`src/rtl/npc_pkg.sv`:
```
// Package for the NOR protection and blank check command host controller.
package npc_pkg;

  // ****************************************************************
  // Register map of the controller (APB byte offsets)
  // ****************************************************************
  localparam logic [7:0] REG_CTRL    = 8'h00;
  localparam logic [7:0] REG_ADDR    = 8'h04;
  localparam logic [7:0] REG_WDATA   = 8'h08;
  localparam logic [7:0] REG_RDATA   = 8'h0C;
  localparam logic [7:0] REG_STATUS  = 8'h10;
  localparam logic [7:0] REG_IRQ_ST  = 8'h14;
  localparam logic [7:0] REG_IRQ_MSK = 8'h18;

  // ****************************************************************
  // Control register fields
  // ****************************************************************
  localparam int CTRL_GO_LSB  = 0;
  localparam int CTRL_OP_LSB  = 4;
  localparam int CTRL_OP_W    = 4;
  localparam int CTRL_SET_LSB = 8;
  localparam int CTRL_SET_W   = 8;
  localparam int CTRL_X8_BIT  = 16;

  // Operations software can order.
  localparam logic [3:0] OP_ENTER    = 4'h0;
  localparam logic [3:0] OP_EXIT     = 4'h1;
  localparam logic [3:0] OP_EXIT_EXT = 4'h2;
  localparam logic [3:0] OP_PROG     = 4'h3;
  localparam logic [3:0] OP_READ     = 4'h4;
  localparam logic [3:0] OP_BLANK    = 4'h5;
  localparam logic [3:0] OP_CLR_NV   = 4'h6;
  localparam logic [3:0] OP_UNLOCK   = 4'h7;
  localparam logic [3:0] OP_RESET    = 4'h8;

  // ****************************************************************
  // Flash command codes and unlock addresses
  // ****************************************************************
  localparam logic [7:0]  CMD_AA      = 8'hAA;
  localparam logic [7:0]  CMD_55      = 8'h55;
  localparam logic [7:0]  CMD_LOCKREG = 8'h40;
  localparam logic [7:0]  CMD_PASSWD  = 8'h60;
  localparam logic [7:0]  CMD_NVBITS  = 8'hC0;
  localparam logic [7:0]  CMD_LOCKBIT = 8'h50;
  localparam logic [7:0]  CMD_VBITS   = 8'hE0;
  localparam logic [7:0]  CMD_EXTBLK  = 8'h88;
  localparam logic [7:0]  CMD_EXIT1   = 8'h90;
  localparam logic [7:0]  CMD_EXIT2   = 8'h00;
  localparam logic [7:0]  CMD_PROG    = 8'hA0;
  localparam logic [7:0]  CMD_ERASE1  = 8'h80;
  localparam logic [7:0]  CMD_ERASE2  = 8'h30;
  localparam logic [7:0]  CMD_BC_SET  = 8'hEB;
  localparam logic [7:0]  CMD_BC_SETB = 8'h76;
  localparam logic [7:0]  CMD_BC_CONF = 8'h29;
  localparam logic [7:0]  CMD_UNL1    = 8'h25;
  localparam logic [7:0]  CMD_UNL2    = 8'h03;
  localparam logic [7:0]  CMD_RESET   = 8'hF0;
  localparam logic [23:0] ADR_X8_A    = 24'h00_0AAA;
  localparam logic [23:0] ADR_X8_B    = 24'h00_0555;
  localparam logic [23:0] ADR_X16_A   = 24'h00_0555;
  localparam logic [23:0] ADR_X16_B   = 24'h00_02AA;
  localparam int          PWD_BYTES   = 8;

  // Status register bit that flags a failed blank check (DQ5).
  localparam int SR_ERR_BIT  = 5;
  localparam int SR_DONE_BIT = 7;

  // ****************************************************************
  // Bus timing (20 MHz, 50 ns clock)
  // ****************************************************************
  localparam int CLK_NS     = 50;
  localparam int T_STROBE_NS = 100;
  localparam int T_STROBE_CY =
      (T_STROBE_NS + CLK_NS - 1) / CLK_NS < 1 ? 1 : (T_STROBE_NS + CLK_NS - 1) / CLK_NS;

  // Interrupt status bits.
  localparam int IRQ_DONE  = 0;
  localparam int IRQ_ERR   = 1;
  localparam int IRQ_W     = 2;
endpackage

```
`src/rtl/npc_host.sv`:
```
// Host controller driving NOR flash protection and blank check sequences.
// ****************************************************************
// ****************************************************************
`timescale 1ns/1ps
`default_nettype none
module npc_host
  import npc_pkg::*;
#(
  parameter int AW = 24                     // Flash address width.
) (
  input  wire logic          pclk,          // System clock, 20 MHz.
  input  wire logic          presetn,       // Asynchronous reset, active low.
  input  wire logic          psel,          // APB select.
  input  wire logic          penable,       // APB enable.
  input  wire logic          pwrite,        // APB write.
  input  wire logic [7:0]    paddr,         // APB byte address.
  input  wire logic [31:0]   pwdata,        // APB write data.
  output logic      [31:0]   prdata,        // APB read data.
  output logic               pready,        // APB ready.
  output logic               pslverr,       // APB error on unmapped address.
  output logic               irq,           // Level interrupt.
  output logic [AW-1:0]      fl_addr,       // Flash address.
  output logic [15:0]        fl_dq_o,       // Flash data out.
  output logic               fl_dq_oe_n,    // Data enable, low while driving.
  input  wire logic [15:0]   fl_dq_i,       // Flash data in.
  output logic               fl_ce_n,       // Chip enable, active low.
  output logic               fl_oe_n,       // Output enable, active low.
  output logic               fl_we_n        // Write enable, active low.
);

  initial begin
    if (AW < 17) $error("AW too small for flash addressing");
  end

  // ****************************************************************
  // Sequence engine states
  // ****************************************************************
  typedef enum logic [5:0] {
    S_IDLE = 6'b000001, S_WSET = 6'b000010, S_WHLD = 6'b000100,
    S_RSET = 6'b001000, S_RHLD = 6'b010000, S_POLL = 6'b100000
  } npc_state_t;

  npc_state_t state_r;
  logic [3:0]  op_r;
  logic [7:0]  set_r;
  logic        x8_r;
  logic [AW-1:0] uaddr_r;
  logic [15:0] wdata_r, rdata_r;
  logic [3:0]  step_r;
  logic [3:0]  nsteps_r;
  logic [1:0]  tcnt_r;
  logic        busy_r, err_r, inset_r, poll_arm_r;
  logic [IRQ_W-1:0] ist_r, imsk_r;
  logic [2:0]  dq5_s, dq7_s;

  // ****************************************************************
  // APB slave decode
  // ****************************************************************
  wire acc     = psel & penable;
  wire wr      = acc & pwrite;
  wire hit_ctl = paddr == REG_CTRL;
  wire mapped  = hit_ctl | (paddr == REG_ADDR) | (paddr == REG_WDATA) |
                 (paddr == REG_RDATA) | (paddr == REG_STATUS) |
                 (paddr == REG_IRQ_ST) | (paddr == REG_IRQ_MSK);
  wire go      = wr & hit_ctl & pwdata[CTRL_GO_LSB] & ~busy_r;
  wire [31:0] rd_mux =
      (paddr == REG_CTRL)    ? {15'h0, x8_r, set_r, op_r, 4'h0} :
      (paddr == REG_ADDR)    ? {{(32-AW){1'b0}}, uaddr_r} :
      (paddr == REG_WDATA)   ? {16'h0, wdata_r} :
      (paddr == REG_RDATA)   ? {16'h0, rdata_r} :
      (paddr == REG_STATUS)  ? {29'h0, inset_r, err_r, busy_r} :
      (paddr == REG_IRQ_ST)  ? {30'h0, ist_r} :
      (paddr == REG_IRQ_MSK) ? {30'h0, imsk_r} : 32'h0;

  // APB answers in the access cycle.
  always_ff @(posedge pclk or negedge presetn) begin
    if (!presetn) begin
      prdata  <= 32'h0000_0000;
      pready  <= 1'b0;
      pslverr <= 1'b0;
    end else begin
      pready  <= psel & ~penable;
      pslverr <= psel & ~penable & ~mapped;
      prdata  <= (psel & ~penable) ? rd_mux : 32'h0000_0000;
    end
  end

  // Software fields; refused while busy, except the interrupt mask.
  always_ff @(posedge pclk or negedge presetn) begin
    if (!presetn) begin
      op_r    <= OP_ENTER;
      set_r   <= 8'h00;
      x8_r    <= 1'b0;
      uaddr_r <= '0;
      wdata_r <= 16'h0000;
      imsk_r  <= '0;
    end else begin
      if (go) begin
        op_r  <= pwdata[CTRL_OP_LSB +: CTRL_OP_W];
        set_r <= pwdata[CTRL_SET_LSB +: CTRL_SET_W];
        x8_r  <= pwdata[CTRL_X8_BIT];
      end
      if (wr && paddr == REG_ADDR && !busy_r) uaddr_r <= pwdata[AW-1:0];
      if (wr && paddr == REG_WDATA && !busy_r) wdata_r <= pwdata[15:0];
      if (wr && paddr == REG_IRQ_MSK) imsk_r <= pwdata[IRQ_W-1:0];
    end
  end

  // ****************************************************************
  // Cycle table: address and data per step
  // ****************************************************************
  wire [23:0] ua   = x8_r ? ADR_X8_A : ADR_X16_A;
  wire [23:0] ub   = x8_r ? ADR_X8_B : ADR_X16_B;
  wire [3:0]  pidx = step_r - 4'd2;
  logic [AW-1:0] c_addr;
  logic [7:0]    c_data;
  logic          c_read;

  // Upper data byte is zero.
  always_comb begin
    c_addr = '0;
    c_data = 8'h00;
    c_read = 1'b0;
    case (op_r)
      OP_ENTER, OP_EXIT_EXT: begin
        case (step_r)
          4'd0: begin c_addr = AW'(ua); c_data = CMD_AA; end
          4'd1: begin c_addr = AW'(ub); c_data = CMD_55; end
          4'd2: begin
            c_addr = AW'(ua);
            c_data = (op_r == OP_ENTER) ? set_r : CMD_EXIT1;
          end
          default: c_data = CMD_EXIT2;
        endcase
      end
      OP_EXIT: c_data = (step_r == 4'd0) ? CMD_EXIT1 : CMD_EXIT2;
      OP_PROG: begin
        c_data = (step_r == 4'd0) ? CMD_PROG : wdata_r[7:0];
        c_addr = (step_r == 4'd0) ? '0 : uaddr_r;
      end
      OP_READ: begin
        c_addr = uaddr_r;
        c_read = 1'b1;
      end
      OP_BLANK: begin
        c_addr = uaddr_r;
        c_data = (step_r == 4'd0) ? CMD_BC_SET : CMD_BC_CONF;
      end
      OP_CLR_NV: c_data = (step_r == 4'd0) ? CMD_ERASE1 : CMD_ERASE2;
      OP_UNLOCK: begin
        case (step_r)
          4'd0: c_data = CMD_UNL1;
          4'd1: c_data = CMD_UNL2;
          4'd10: c_data = CMD_BC_CONF;
          default: begin
            c_addr = AW'(pidx[2:0]);
            c_data = (pidx[2:0] == uaddr_r[2:0]) ? wdata_r[7:0] : 8'h00;
          end
        endcase
      end
      OP_RESET: c_data = CMD_RESET;
      default: c_data = 8'h00;
    endcase
  end

  // Number of bus cycles per order.
  wire [3:0] nsteps_w =
      (op_r == OP_ENTER)   ? 4'd3 : (op_r == OP_EXIT_EXT) ? 4'd4 :
      (op_r == OP_UNLOCK)  ? 4'd11 : (op_r == OP_READ) ? 4'd1 :
      (op_r == OP_RESET)   ? 4'd1 : 4'd2;

  // ****************************************************************
  // Pin synchroniser for DQ5/DQ7 status (three stages)
  // ****************************************************************
  always_ff @(posedge pclk or negedge presetn) begin
    if (!presetn) begin
      dq5_s <= 3'b000;
      dq7_s <= 3'b000;
    end else begin
      dq5_s <= {dq5_s[1:0], fl_dq_i[SR_ERR_BIT]};
      dq7_s <= {dq7_s[1:0], fl_dq_i[SR_DONE_BIT]};
    end
  end
  wire dq7_ok = dq7_s[1] & dq7_s[2];
  wire dq5_ok = dq5_s[1] & dq5_s[2];

  // ****************************************************************
  // Sequence engine: one write or read strobe per step
  // ****************************************************************
  wire tdone  = tcnt_r == 2'(T_STROBE_CY - 1);
  wire last   = step_r == nsteps_r - 4'd1;
  wire ev_done = (state_r == S_POLL) & tdone & poll_arm_r & (dq7_ok | dq5_ok);
  wire ev_err  = ev_done & dq5_ok & ~dq7_ok;

  always_ff @(posedge pclk or negedge presetn) begin
    if (!presetn) begin
      state_r <= S_IDLE;
      step_r  <= 4'd0;
      nsteps_r <= 4'd1;
      tcnt_r  <= 2'd0;
      poll_arm_r <= 1'b0;
      busy_r  <= 1'b0;
    end else begin
      tcnt_r <= (state_r inside {S_IDLE, S_WSET, S_RSET} || tdone) ? 2'd0 : tcnt_r + 2'd1;
      // The first poll period still holds pre-read samples in the synchroniser.
      poll_arm_r <= (state_r == S_POLL) & (poll_arm_r | tdone);
      case (state_r)
        S_IDLE: if (go) begin
          busy_r   <= 1'b1;
          step_r   <= 4'd0;
          state_r  <= S_WSET;
        end
        S_WSET: begin
          nsteps_r <= nsteps_w;
          state_r  <= c_read ? S_RSET : S_WHLD;
        end
        S_WHLD: if (tdone) begin
          if (!last) begin
            step_r  <= step_r + 4'd1;
            state_r <= S_WSET;
          end else if (op_r == OP_BLANK) begin
            state_r <= S_POLL;
          end else begin
            state_r <= S_IDLE;
            busy_r  <= 1'b0;
          end
        end
        S_RSET: state_r <= S_RHLD;
        S_RHLD: if (tdone) begin
          state_r <= S_IDLE;
          busy_r  <= 1'b0;
        end
        S_POLL: if (ev_done) begin
          state_r <= S_IDLE;
          busy_r  <= 1'b0;
        end
        default: state_r <= S_IDLE;
      endcase
    end
  end

  // Pin drive, all registered.
  always_ff @(posedge pclk or negedge presetn) begin
    if (!presetn) begin
      fl_addr    <= '0;
      fl_dq_o    <= 16'h0000;
      fl_dq_oe_n <= 1'b1;
      fl_ce_n    <= 1'b1;
      fl_oe_n    <= 1'b1;
      fl_we_n    <= 1'b1;
    end else begin
      fl_addr    <= c_addr;
      fl_dq_o    <= {8'h00, c_data};
      fl_dq_oe_n <= ~(state_r == S_WSET || state_r == S_WHLD) | c_read;
      fl_ce_n    <= state_r == S_IDLE;
      fl_we_n    <= ~(state_r == S_WHLD && !tdone); // Rises before the address moves.
      fl_oe_n    <= ~(state_r == S_RHLD || state_r == S_POLL);
    end
  end

  // Read capture, error and protection-set tracking.
  always_ff @(posedge pclk or negedge presetn) begin
    if (!presetn) begin
      rdata_r <= 16'h0000;
      err_r   <= 1'b0;
      inset_r <= 1'b0;
    end else begin
      if ((state_r == S_RHLD || state_r == S_POLL) && tdone) rdata_r <= fl_dq_i;
      if (ev_err) err_r <= 1'b1;
      else if (go && pwdata[CTRL_OP_LSB +: CTRL_OP_W] == OP_RESET) err_r <= 1'b0;
      if (go && pwdata[CTRL_OP_LSB +: CTRL_OP_W] == OP_ENTER) inset_r <= 1'b1;
      else if (go && (pwdata[CTRL_OP_LSB +: CTRL_OP_W] == OP_EXIT ||
                      pwdata[CTRL_OP_LSB +: CTRL_OP_W] == OP_EXIT_EXT)) inset_r <= 1'b0;
    end
  end

  // ****************************************************************
  // Interrupts: sticky, write one to clear, set wins
  // ****************************************************************
  wire [IRQ_W-1:0] iset = {ev_err, ev_done};
  wire [IRQ_W-1:0] iclr = (wr && paddr == REG_IRQ_ST) ? pwdata[IRQ_W-1:0] : '0;
  always_ff @(posedge pclk or negedge presetn) begin
    if (!presetn) begin
      ist_r <= '0;
      irq   <= 1'b0;
    end else begin
      ist_r <= (ist_r & ~iclr) | iset;
      irq   <= |(((ist_r & ~iclr) | iset) & imsk_r);
    end
  end

  // ****************************************************************
  // Assertions
  // ****************************************************************
  property p_bc_order;
    @(posedge pclk) disable iff (!presetn)
      (op_r == OP_BLANK && state_r == S_WHLD && step_r == 4'd1) |-> c_data == CMD_BC_CONF;
  endproperty
  a_bc_order: assert property (p_bc_order) else $error("blank confirm wrong");

  property p_poll_read;
    @(posedge pclk) disable iff (!presetn)
      (state_r == S_POLL) |=> (fl_oe_n == 1'b0) || state_r == S_IDLE;
  endproperty
  a_poll_read: assert property (p_poll_read) else $error("poll not reading");

  property p_no_write_poll;
    @(posedge pclk) disable iff (!presetn)
      (state_r == S_POLL) |=> fl_we_n;
  endproperty
  a_no_write_poll: assert property (p_no_write_poll) else $error("write during check");

  property p_enter_code;
    @(posedge pclk) disable iff (!presetn)
      (op_r == OP_ENTER && state_r == S_WHLD && step_r == 4'd2) |-> c_data == set_r;
  endproperty
  a_enter_code: assert property (p_enter_code) else $error("enter code wrong");

  property p_exit_pair;
    @(posedge pclk) disable iff (!presetn)
      (op_r == OP_EXIT && state_r == S_WHLD) |-> c_data == (step_r == 4'd0 ? CMD_EXIT1 : CMD_EXIT2);
  endproperty
  a_exit_pair: assert property (p_exit_pair) else $error("exit data wrong");

  property p_unlock_len;
    @(posedge pclk) disable iff (!presetn)
      (op_r == OP_UNLOCK && state_r == S_WSET) |=> nsteps_r == 4'd11;
  endproperty
  a_unlock_len: assert property (p_unlock_len) else $error("unlock length wrong");

  property p_read_nowe;
    @(posedge pclk) disable iff (!presetn)
      (state_r == S_RHLD) |=> fl_we_n && fl_dq_oe_n;
  endproperty
  a_read_nowe: assert property (p_read_nowe) else $error("read drove bus");

  property p_err_hold;
    @(posedge pclk) disable iff (!presetn)
      $rose(err_r) |=> err_r [*2];
  endproperty
  a_err_hold: assert property (p_err_hold) else $error("error dropped early");

  c_blank: cover property (@(posedge pclk) ev_done);
  c_err:   cover property (@(posedge pclk) ev_err);
  c_unl:   cover property (@(posedge pclk) op_r == OP_UNLOCK && last && state_r == S_WHLD);
endmodule
`default_nettype wire

```
`config.mk`:
```
export PLATFORM = sky130hd
export DESIGN_NAME = npc_host
export DESIGN_NICKNAME = d
export VERILOG_FILES = /design/src/rtl/npc_pkg.sv /design/src/rtl/npc_host.sv
export SDC_FILE = /design/constraint.sdc
export NUM_CORES = 1
export LEC_CHECK = 0
export BUFFER_PORTS_ARGS = -buffer_cell sky130_fd_sc_hd__buf_2
export CAP_MARGIN = 20
export CELL_PAD_IN_SITES_DETAIL_PLACEMENT = 1
export CELL_PAD_IN_SITES_GLOBAL_PLACEMENT = 2
export CORE_ASPECT_RATIO = 1.75
export CORE_MARGIN = 2
export CORE_UTILIZATION = 30
export DETAILED_ROUTE_END_ITERATION = 10
export PLACE_DENSITY = 0.72
export SLEW_MARGIN = 20
export SYNTH_ARGS = -nofsm -noshare
export SYNTH_HDL_FRONTEND = slang
export SYNTH_SLANG_ARGS = --single-unit
```
`constraint.sdc`:
```
create_clock -name pclk -period 3.3 [get_ports pclk]
set_clock_uncertainty 0.1 [all_clocks]
set_input_delay 0.66 -clock pclk [delete_from_list [all_inputs] [get_ports pclk]]
set_output_delay 0.66 -clock pclk [all_outputs]
set_load 0.005 [all_outputs]
```
# Word-level counts from Yosys, hierarchy flattened
# Index checks and enable logic that the tools add are counted.
word_totals:
  reg_bits: 162
  inputBits: 61
  out_inout_bits: 79
  elab_cells: 191
op_classes:
  add_sub_neg: 4
  eq_ne: 36
  muxes: 54
  bitwise_logic: 35
  reduce_logical: 34
op_table:
  columns: ["operator", "n"]
  rows:
  - ["$mux W24", 4]
  - ["$pmux W24 S4", 1]
  - ["$pmux W8 S7", 1]
  - ["$mux W8", 6]
  - ["$pmux W8 S3", 2]
  - ["$mux W6", 6]
  - ["$pmux W6 S6", 1]
  - ["$mux W16", 2]
  - ["$mux W4", 7]
  - ["$eq A8 B5 Y1 const B", 3]
  - ["$pmux W12 S2", 1]
  - ["$eq A4 B2 Y1 const B", 4]
  - ["$eq A4 B3 Y1 const B", 4]
  - ["$eq A8 B4 Y1 const B", 2]
  - ["$and A1 B1 Y1", 15]
  - ["$ne A2 B2 Y1 const B", 7]
  - ["$eq A4 B1 Y1 const B", 3]
  - ["$eq A4 B4 Y1 const B", 3]
  - ["$logic_not A4 Y1", 3]
  - ["$mux W12", 1]
  - ["$mux W2", 6]
  - ["$logic_and A1 B1 Y1", 11]
  - ["$mux W1", 11]
  - ["$mux W11", 1]
  - ["32 further kinds", 58]

# Depth between registers and ports, before layout
# Gate-level depths: netlist (run 1).
depth:
  word_depth: 9
  mapped_depth: 10
  ltp_nobuf: 7

# Worst setup path before layout (run 1)
# OpenSTA, ideal clock, no wires.
synth_timing:
  path_type: "reg2reg"
  start: "reg step_r[0]"
  end: "reg fl_addr[14]"
  setup_time_ns: 0.066
  arrival_time_ns: 2.177
  required_ns: 3.134
  slack_ns: 0.957
  path_stages_with_launch: 10
  path_buffers: 3
  period_less_slack_ns: 2.343
  path_cell_list: "dfrtp_1 clkbuf_1 inv_1 ha_1 clkbuf_1 nor3b_2 or3_1 a21oi_2 clkbuf_1 and2_1"
synth_between:
  elab_chain_cells: 3
synth_rtl:
  columns: ["item", "line", "source"]
  rows:
  - ["start: declaration", "npc_host.sv:49", "logic [3:0] step_r;"]
  - ["start signal: assignment", "npc_host.sv:219", "step_r <= step_r + 4'd1;"]
  - ["$logic_not A4 Y1", "npc_host.sv:139", "c_addr = (step_r == 4'd0) ? '0 : uaddr_r;"]
  - ["$mux W24", "npc_host.sv:139", null]
  - ["$pmux W24 S4", "npc_host.sv:124", "case (op_r)"]
  - ["net c_addr[14]", "npc_host.sv:115", "logic [AW-1:0] c_addr;"]
  - ["end signal: assignment", "npc_host.sv:252", "fl_addr <= c_addr;"]
  - ["end: declaration", "npc_host.sv:22", "output logic [AW-1:0] fl_addr,"]
# The timed path passes the listed nets, and every way through them passes these cells.
# A chain may end at the register's enable or synchronous reset.

# Worst setup path after layout (run 1)
layout_timing:
  start: "reg step_r[1]"
  end: "reg fl_addr[1]"
layout_between:
  elab_chain_cells: 4
  word_cells_on_any_way: 11
  classes_between: "add/sub (1); eq/ne (3); mux (4); reduce/logical (3)"
layout_rtl:
  columns: ["item", "line", "source"]
  rows:
  - ["$eq A4 B2 Y1 (tied with other cells)", "npc_host.sv:126", "case (step_r)"]
  - ["$reduce_or A2 Y1 (no source line) or $reduce_or A3 Y1 (tied branches)", null, null]
  - ["$pmux W12 S2 or $mux W3 (tied branches)", "npc_host.sv:126, npc_host.sv:151", null]
  - ["$pmux W24 S4 (*)", "npc_host.sv:124", null]
  - ["net c_addr[1]", "npc_host.sv:115", null]
# The timed path passes the listed nets; every way through them passes the cells marked *.

==> run summary, run 1 <==
The flow ran to the end, and the final reports show no timing, DRC or antenna violations. The cell-internal power is around 3.1 mW. The number of clock sinks seen by CTS is 162. The post-synthesis async set-or-reset flop share came out at 1.000. The cell type of the slowest stage on the worst timing path is sky130_fd_sc_hd__dfrtp_1. After clock tree synthesis, the clock-pin slew on the worst setup and hold paths is around 0.07 ns. Leaving out fill and tap cells, the most frequent cell in the layout is sky130_fd_sc_hd__dfrtp_1. The wire length after detailed routing came out at approximately 21000 um.

The worst reg-to-reg path cell count came out at 8. The part of the cycle the worst path needs came out at 0.8022. Together, buffers and inverters on the worst path number 3.

The sequential area share after synthesis is 0.5531. The via count of the first global-routing pass came to 5833. The cell family with the largest share of critical-path delay is buffers and inverters. The endpoint identified for the worst register-to-register timing path is fl_addr[1].

The maximum number of pins on one net before global-route repair came out at 75. The total leakage power is 4.479 nW. The arrival time at the worst endpoint is 2.92 ns. The leftover overflow at the end of global routing is 0.

The startpoint of the lowest-slack register-to-register path is step_r[1]. The global-route wire length before repair is 33600 um. Setup violations remaining at the end of the flow were counted as 0. The total negative setup slack is 0 ns. The height of the die is roughly 210 um.

The register area came out at slightly above 4000 um2. The tool flagged a number of max-cap violations equal to 0. The die width is 122.3 um. Yosys printed 0 warnings. The number of fill cells in the layout is 2754.

After the first detailed-routing iteration, the DRC count stood at between 200 and 250. The minimum period implied by the final worst setup slack came out at 2.647 ns. The total cell area at the placement stage came out at about 8200 um2.

The area of the core came out at 24020 um2. In the layout the commonest cells are sky130_fd_sc_hd__dfrtp_1 (156), sky130_fd_sc_hd__buf_2 (114), sky130_fd_sc_hd__mux2_2 (74). The number of gates resized after CTS was 0. The delay contributed by the slowest stage of the critical path came out at 0.53 ns.

The root cell of the clock tree is sky130_fd_sc_hd__clkbuf_16. After detailed routing, the number of vias per cell comes to 5.008. For this design the ratio of total power to cell area is 472.0 nW/um2. The max-slew violation count is 0. The overall routing resource usage came out at 0.1759. The share of total power in combinational logic is 0.046.

The final-stage net count is 812. The maximum frequency from static timing analysis came out at 377.8 MHz. The clock reaches the later pin of the worst-skew pair after 0.45 ns. The number of detailed-route iterations in the first pass came out at 4.

The gate count after technology mapping came out at 631. The worst setup path is launched from a register. The number of antenna violations at the first check in global routing was 1.

The die covers between 20000 and 30000 um2. Setup repair after global routing left no endpoint under its margin. The average routed wire per standard cell came out at 19.96 um. The switching power came out at 1.004 mW. The kind of capture point of the worst setup path is a register. The post-route core utilization is 0.3664. The share of total power in the clock network is 0.464. The H-tree was split into 4 levels. The placer's final routability congestion estimate came out at 0.8466.

The remaining design rule violation count came out at 0. The signal on the critical path passes through inv_1 > ha_1 > nor3b_2 > buf_4 > or3_1 > a21oi_2 > buf_4 > a221o_1. The most used flip-flop cell after synthesis is sky130_fd_sc_hd__dfrtp_1.

The longest clock path from root to sink contains 2 buffers. The switching share of total power came out at 0.2417. The count of hold buffers inserted by post-cts repair came out at 0. The total vias in the final route is 5339.

The part of the power in registers came out at 0.489. During placement, the flow inserted port buffers numbering roughly 120. Yosys mapped a number of flops with a built-in enable equal to 0. The share of layout cells above drive strength 1 came out at 0.3448.

The most repeated library cell on the critical path is sky130_fd_sc_hd__buf_4. The worst setup path is of the register to register kind. The number of hold violations in the final report was 0.

Once the clock tree was built, the setup fixing pass inserted 0 buffers. The post-detailed-placement half-perimeter wirelength came out at 15650 um. Of all nets on the critical path, the largest fanout is 24. The initial standard-cell utilization of the core came out at 0.3057. TritonCTS built the clock tree.

The register-to-register setup slack came out at between 0.6 and 0.7 ns. The area used by multi-input combinational logic is 3000 um2. After synthesis, the mean cell area works out to 11.64 um2. The relative slew slack came out at 0.5483. The register bit total from synthesis came out at 162.

The worst IR drop on VDD came out at 333.3 uV. The post-synthesis cell type count is 63. The path class of the tightest hold or removal check is input port to async pin. The slew of the pin with the lowest slew margin came out at 0.6735 ns. The final instance area came out at 8801 um2. The data required time at the worst endpoint is 3.57 ns.

The top-level I/O count is 140. The netlist area before placement came out at 7343 um2. The cell row count is 75.

Compared with the post-synthesis result, the final layout area differs by 19.85%. The count of antenna-violating nets left after detailed routing is 0. The TritonCTS buffer count is 17.
## power groups by stage
stage	combinational, mW	sequential, mW	clock, mW
after CTS	0.197	2.03	1.97
after global placement	0.190	2.07	0
after floorplan	0.0941	2.06	0
after global routing	0.216	2.03	2.06
final	0.192	2.03	1.93
after detailed placement	0.197	2.07	0
## sequential cells by signal, indices dropped and copies added, names as in the netlist, 6 cells and up
register,flops
state_r,6
wdata_r,16
uaddr_r,24
rdata_r,16
prdata,24
set_r,8
fl_dq_o,8
fl_addr,24
## cells by family (layout without fill, tap and decap cells)
group                      after synthesis  after routing  synth area share
adders and majority gates                7              7           0.01193
xor gates and xnor gates                12             12           0.01619
other                                    1             17         0.0005107
DFF                                    162            162            0.5531
AOI/OAI and AO/OA                      107            107           0.09866
muxes                                   91             91            0.1418
and+or+nand+nor                        183            183            0.1319
buffers and inverters                   68            179           0.04600
## metal layers
layer  global-route usage  wire length (um)
met1               0.1928              8057
met3              0.03213               600
met5                    0                 0
met2               0.3230             12010
met4              0.07848               608
## layout make-up
cell class / instances / area share
flip-flops and latches: 162 / 0.4615
multi-input cells: 416 / 0.3409
repair buffers: 133 / 0.08288
clock buffers: 18 / 0.04990
well taps: 308 / 0.04379
clock inverters: 14 / 0.01479
inverters: 14 / 0.005971
diodes: 1 / 0.0002843
## synthesized netlist by cell type (all sizes together), types with 6 or more instances
cell       n  area share
inv       14      0.0072
mux2i     14       0.019
mux2      74        0.11
xnor2      6      0.0072
nand2     33       0.017
nor2      48       0.025
o21ai     21       0.014
nor3      14      0.0095
clkbuf    24       0.012
and2      17       0.014
buf       30       0.027
dfrtp    156        0.53
ha         7       0.012
a21oi     25       0.018
dfstp      6       0.021
and3      14       0.012
nor2b      7      0.0060
a2111oi    9       0.011
a21o      13       0.013
nand3     14       0.010
nand2b     9      0.0077
## worst max-delay path by stage
| stage | to | startpoint | slack [ns] | cells past startpoint |
|---|---|---|---|---|
| floorplan | fl_addr[14] | step_r[0] | 0.96 | 9 |
| global placement | inset_r | paddr[1] | 0.59 | 6 |
| detailed placement | inset_r | paddr[1] | 0.59 | 6 |
| CTS | fl_addr[11] | step_r[1] | 0.66 | 9 |
| global route | fl_addr[1] | step_r[1] | 0.49 | 8 |
| finish | fl_addr[1] | step_r[1] | 0.65 | 8 |
## per-stage QoR
stage | total power [mW] | worst slack, ns | std cells | hold WS (ns)
2_1_floorplan | 2.155 | 0.9569 | 646 | 0.2312
3_5_place_dp | 2.267 | 0.5920 | 1033 | 0.2451
5_1_grt | 4.314 | 0.4900 | 1066 | 0.1618
4_1_cts | 4.203 | 0.6607 | 1065 | 0.1517
3_3_place_gp | 2.258 | 0.5905 | 1033 | 0.2341
6_report | 4.154 | 0.6527 | 1066 | 0.1116
(Power assumes the default switching activity.)
==> run 2, diff against run 1 <==
==> constraint.sdc (replaced) <==
create_clock -name pclk -period 2.5 [get_ports pclk]
set_clock_uncertainty 0.1 [all_clocks]
set_input_delay 0.5 -clock pclk [delete_from_list [all_inputs] [get_ports pclk]]
set_output_delay 0.5 -clock pclk [all_outputs]
set_load 0.005 [all_outputs]
==> run 2 against run 1 <==
  * Worst hold slack got worse by 0.00097 ns
  * Final cell count rose by 1.7%
  * Combinational power rose by 39%
  * Clock-buffer cell count fell by 1
  * Routed wire length fell by 0.33%
  * First-iteration DRC count fell by 4.2%
  * Sequential share of layout area fell by 1.2 points
  * Largest cell class unchanged
  * Highest routed layer unchanged
==> run summary, run 2 (synthesized netlist as in run 1, its figures left out) <==
The part of the cycle the worst path needs came out at 0.9372 (was 0.8022). The placed cell count came out at 1051 (was 1033). The worst IR drop on VDD is 470.0 uV (was 333.3 uV). The area of the die came to 25790 um2 (unchanged).

The total leakage power is 4.613 nW (was 4.479 nW). Biggest registers after layout: fl_addr (24), prdata (24), uaddr_r (24) (unchanged). The number of fill cells in the layout is 2760 (was 2754). The antenna diode count came to 0 (was 1). The number of antenna violations at the first check in global routing came out at 0 (was 1). The number of setup buffers added after CTS is 0 (unchanged). The overall routing resource usage came out at 0.1746 (was 0.1759). The area of the core is 24020 um2 (unchanged). The global-route wire length before repair came out at 33420 um (was 33600 um). The final-stage net count was 831 (was 812). The clock tree from TritonCTS is done (unchanged). The TritonCTS buffer count is 17 (unchanged). The maximum count of clock buffers along a single path is 2 (unchanged). The final cell count without fillers was 1084 (was 1066). The data required time at the worst endpoint is 2.76 ns (was 3.57 ns).

The top-level I/O count is 140 (unchanged). The remaining design rule violation count came out at 0 (unchanged). The via count of the first global-routing pass came out at 5928 (was 5833).

The die width was 122.3 um (unchanged). The part of the power in registers is 0.470 (was 0.489). The maximum number of pins on one net before global-route repair was 54 (was 75). The average routed wire per standard cell is 19.56 um (was 19.96 um).

The placer's final routability congestion estimate came out at 0.8598 (was 0.8466). The clock insertion delay at the later pin of the skew report is 0.44 ns (was 0.45 ns). The number of design-rule violations left by the first detailed-router iteration came to 226 (was 236). The minimum period implied by the final worst setup slack is 2.343 ns (was 2.647 ns). The signed area change from the synthesized netlist to the final layout is 23.16% (was 19.85%). The average vias per placed instance is 4.962 (was 5.008). The number of setup violations in the final report came to 0 (unchanged).

The height of the die was 211.0 um (unchanged). The wire length after detailed routing came out at 21200 um (was 21280 um). The share of total power in combinational logic is 0.047 (was 0.046). The number of clock sinks seen by CTS was 162 (unchanged). The leftover overflow at the end of global routing is 0 (unchanged). The worst-case setup margin in the final layout is 0.1570 ns (was 0.6527 ns). The most common library cell in the layout ignoring fill and taps is sky130_fd_sc_hd__dfrtp_1 (unchanged). The maximum frequency from static timing analysis was 426.8 MHz (was 377.8 MHz). The share of total power in the clock network was 0.483 (was 0.464). The cell-internal power came out at 4.359 mW (was 3.150 mW). The path category of the worst min-delay check is input port to register (was input port to async pin).

The switching share of total power came out at 0.2358 (was 0.2417). The power density over the cells is 630.7 nW/um2 (was 472.0 nW/um2). RSZ-0062 raised after global routing: false (unchanged). The number of hold violations in the final report came out at 0 (unchanged).

The post-route core utilization came to 0.3765 (was 0.3664). The kind of capture point of the worst setup path is a register (unchanged). The cell row count came to 75 (unchanged).

The setup slack after placement is 0.1149 ns (was 0.5920 ns). The clock-pin slew on the worst setup and hold paths came out at 0.07 ns (about the same). The slew of the pin with the lowest slew margin came to 0.6932 ns (was 0.6735 ns). The total vias in the final route was 5379 (was 5339).

The number of max-cap violations is 0 (unchanged). The max-slew violation count was 0 (unchanged). The root cell of the clock tree is sky130_fd_sc_hd__clkbuf_16 (unchanged).

The largest fanout on the critical path came out at 4 (was 24). The number of detailed-route iterations in the first pass was 4 (unchanged). The arrival time at the worst endpoint is 2.61 ns (was 2.92 ns). The post-detailed-placement half-perimeter wirelength came out at 16140 um (was 15650 um). The switching power came out at 1.345 mW (was 1.004 mW). The type of the worst setup path is register to register (unchanged). The initial standard-cell utilization of the core came out at 0.3057 (unchanged). The total of buffers placed on input and output ports came out at 115 (unchanged). The relative slew slack is 0.5379 (was 0.5483).

The nature of the critical path startpoint is a register (unchanged). Status: completed (unchanged). The final total power came out at 5.704 mW (was 4.154 mW). The total negative setup slack is 0 ns (unchanged).

Most used cells in the layout excluding fill and tap cells: sky130_fd_sc_hd__dfrtp_1 (156), sky130_fd_sc_hd__buf_2 (114), sky130_fd_sc_hd__mux2_2 (74) (unchanged). The count of antenna-violating nets left after detailed routing came out at 0 (unchanged). The share of layout cells above drive strength 1 is 0.3595 (was 0.3448). The number of H-tree branching levels came to 4 (unchanged).
-- run 2: cell count changes in the layout (fill, tap and decap cells not counted), sizes merged, moves of 2 or more --
cell,previous run,this run
inv,18,20
clkinv,5,3
bufinv,1,3
buf,133,151
-- run 2: per-stage QoR --
step | hold slack, ns | cell area, um2
CTS | 0.09574 | 9044
global route | 0.09943 | 9044
detailed placement | 0.2363 | 8414
finish | 0.1107 | 9044
floorplan | 0.1044 | 7400
global placement | 0.2329 | 8414
-- run 2: per-layer routing --
metal  up-vias  share of wire  wire length [um]  track usage
met4         0          0.031               655      0.08284
met2       132           0.56             11980       0.3201
met3        42          0.034               715      0.03213
met5         -              0                 0            0
met1      2742           0.37              7855       0.1896
li1       2463              -                 -            -
-- run 2: final cells by class --
type	instances	area, um2	share of cell area
sequential	162	4061	0.4491
multi-input combinational	416	3000	0.3318
timing repair buffer	152	924.6	0.1022
clock buffer	17	425.4	0.04704
tap	308	385.4	0.04261
clock inverter	15	193.9	0.02144
inverter	14	52.55	0.005811
-- run 2: worst paths after layout --
path | start | to | depth (start not counted) | slack, ns
setup / recovery | nsteps_r[0] | state_r[5] | 7 | 0.16
hold / removal | fl_dq_i[7] | dq7_s[0] | 1 | 0.11
setup reg to reg | nsteps_r[0] | state_r[5] | 7 | 0.16
hold reg to reg | dq7_s[0] | dq7_s[1] | 0 | 0.25
max in group asynchronous | presetn | fl_oe_n | 3 | 1.18
min in group asynchronous | presetn | uaddr_r[18] | 2 | 0.42
-- run 2: timing repair --
action / 4_1_cts / 5_1_grt
hold buffers: 1 / 0
hold endpoints to repair: 35 / 0
resized for setup: 0 / 1
setup endpoints to repair: 0 / 1
-- run 2: critical path: stages (launching register included) --
cell	delay, ns
sky130_fd_sc_hd__dfstp_2	0.56
sky130_fd_sc_hd__inv_1	0.05
sky130_fd_sc_hd__ha_1	0.19
sky130_fd_sc_hd__xnor3_1	0.36
sky130_fd_sc_hd__nand3_1	0.13
sky130_fd_sc_hd__or2_2	0.31
sky130_fd_sc_hd__or4_1	0.43
sky130_fd_sc_hd__o21ai_1	0.15
-- run 2: power by group through the flow --
stage	clock, mW	combinational (mW)	sequential, mW
finish	2.75	0.266	2.68
global route	2.92	0.297	2.69
CTS	2.83	0.275	2.68
detailed placement	0	0.273	2.73
global placement	0	0.264	2.73
floorplan	0	0.124	2.72
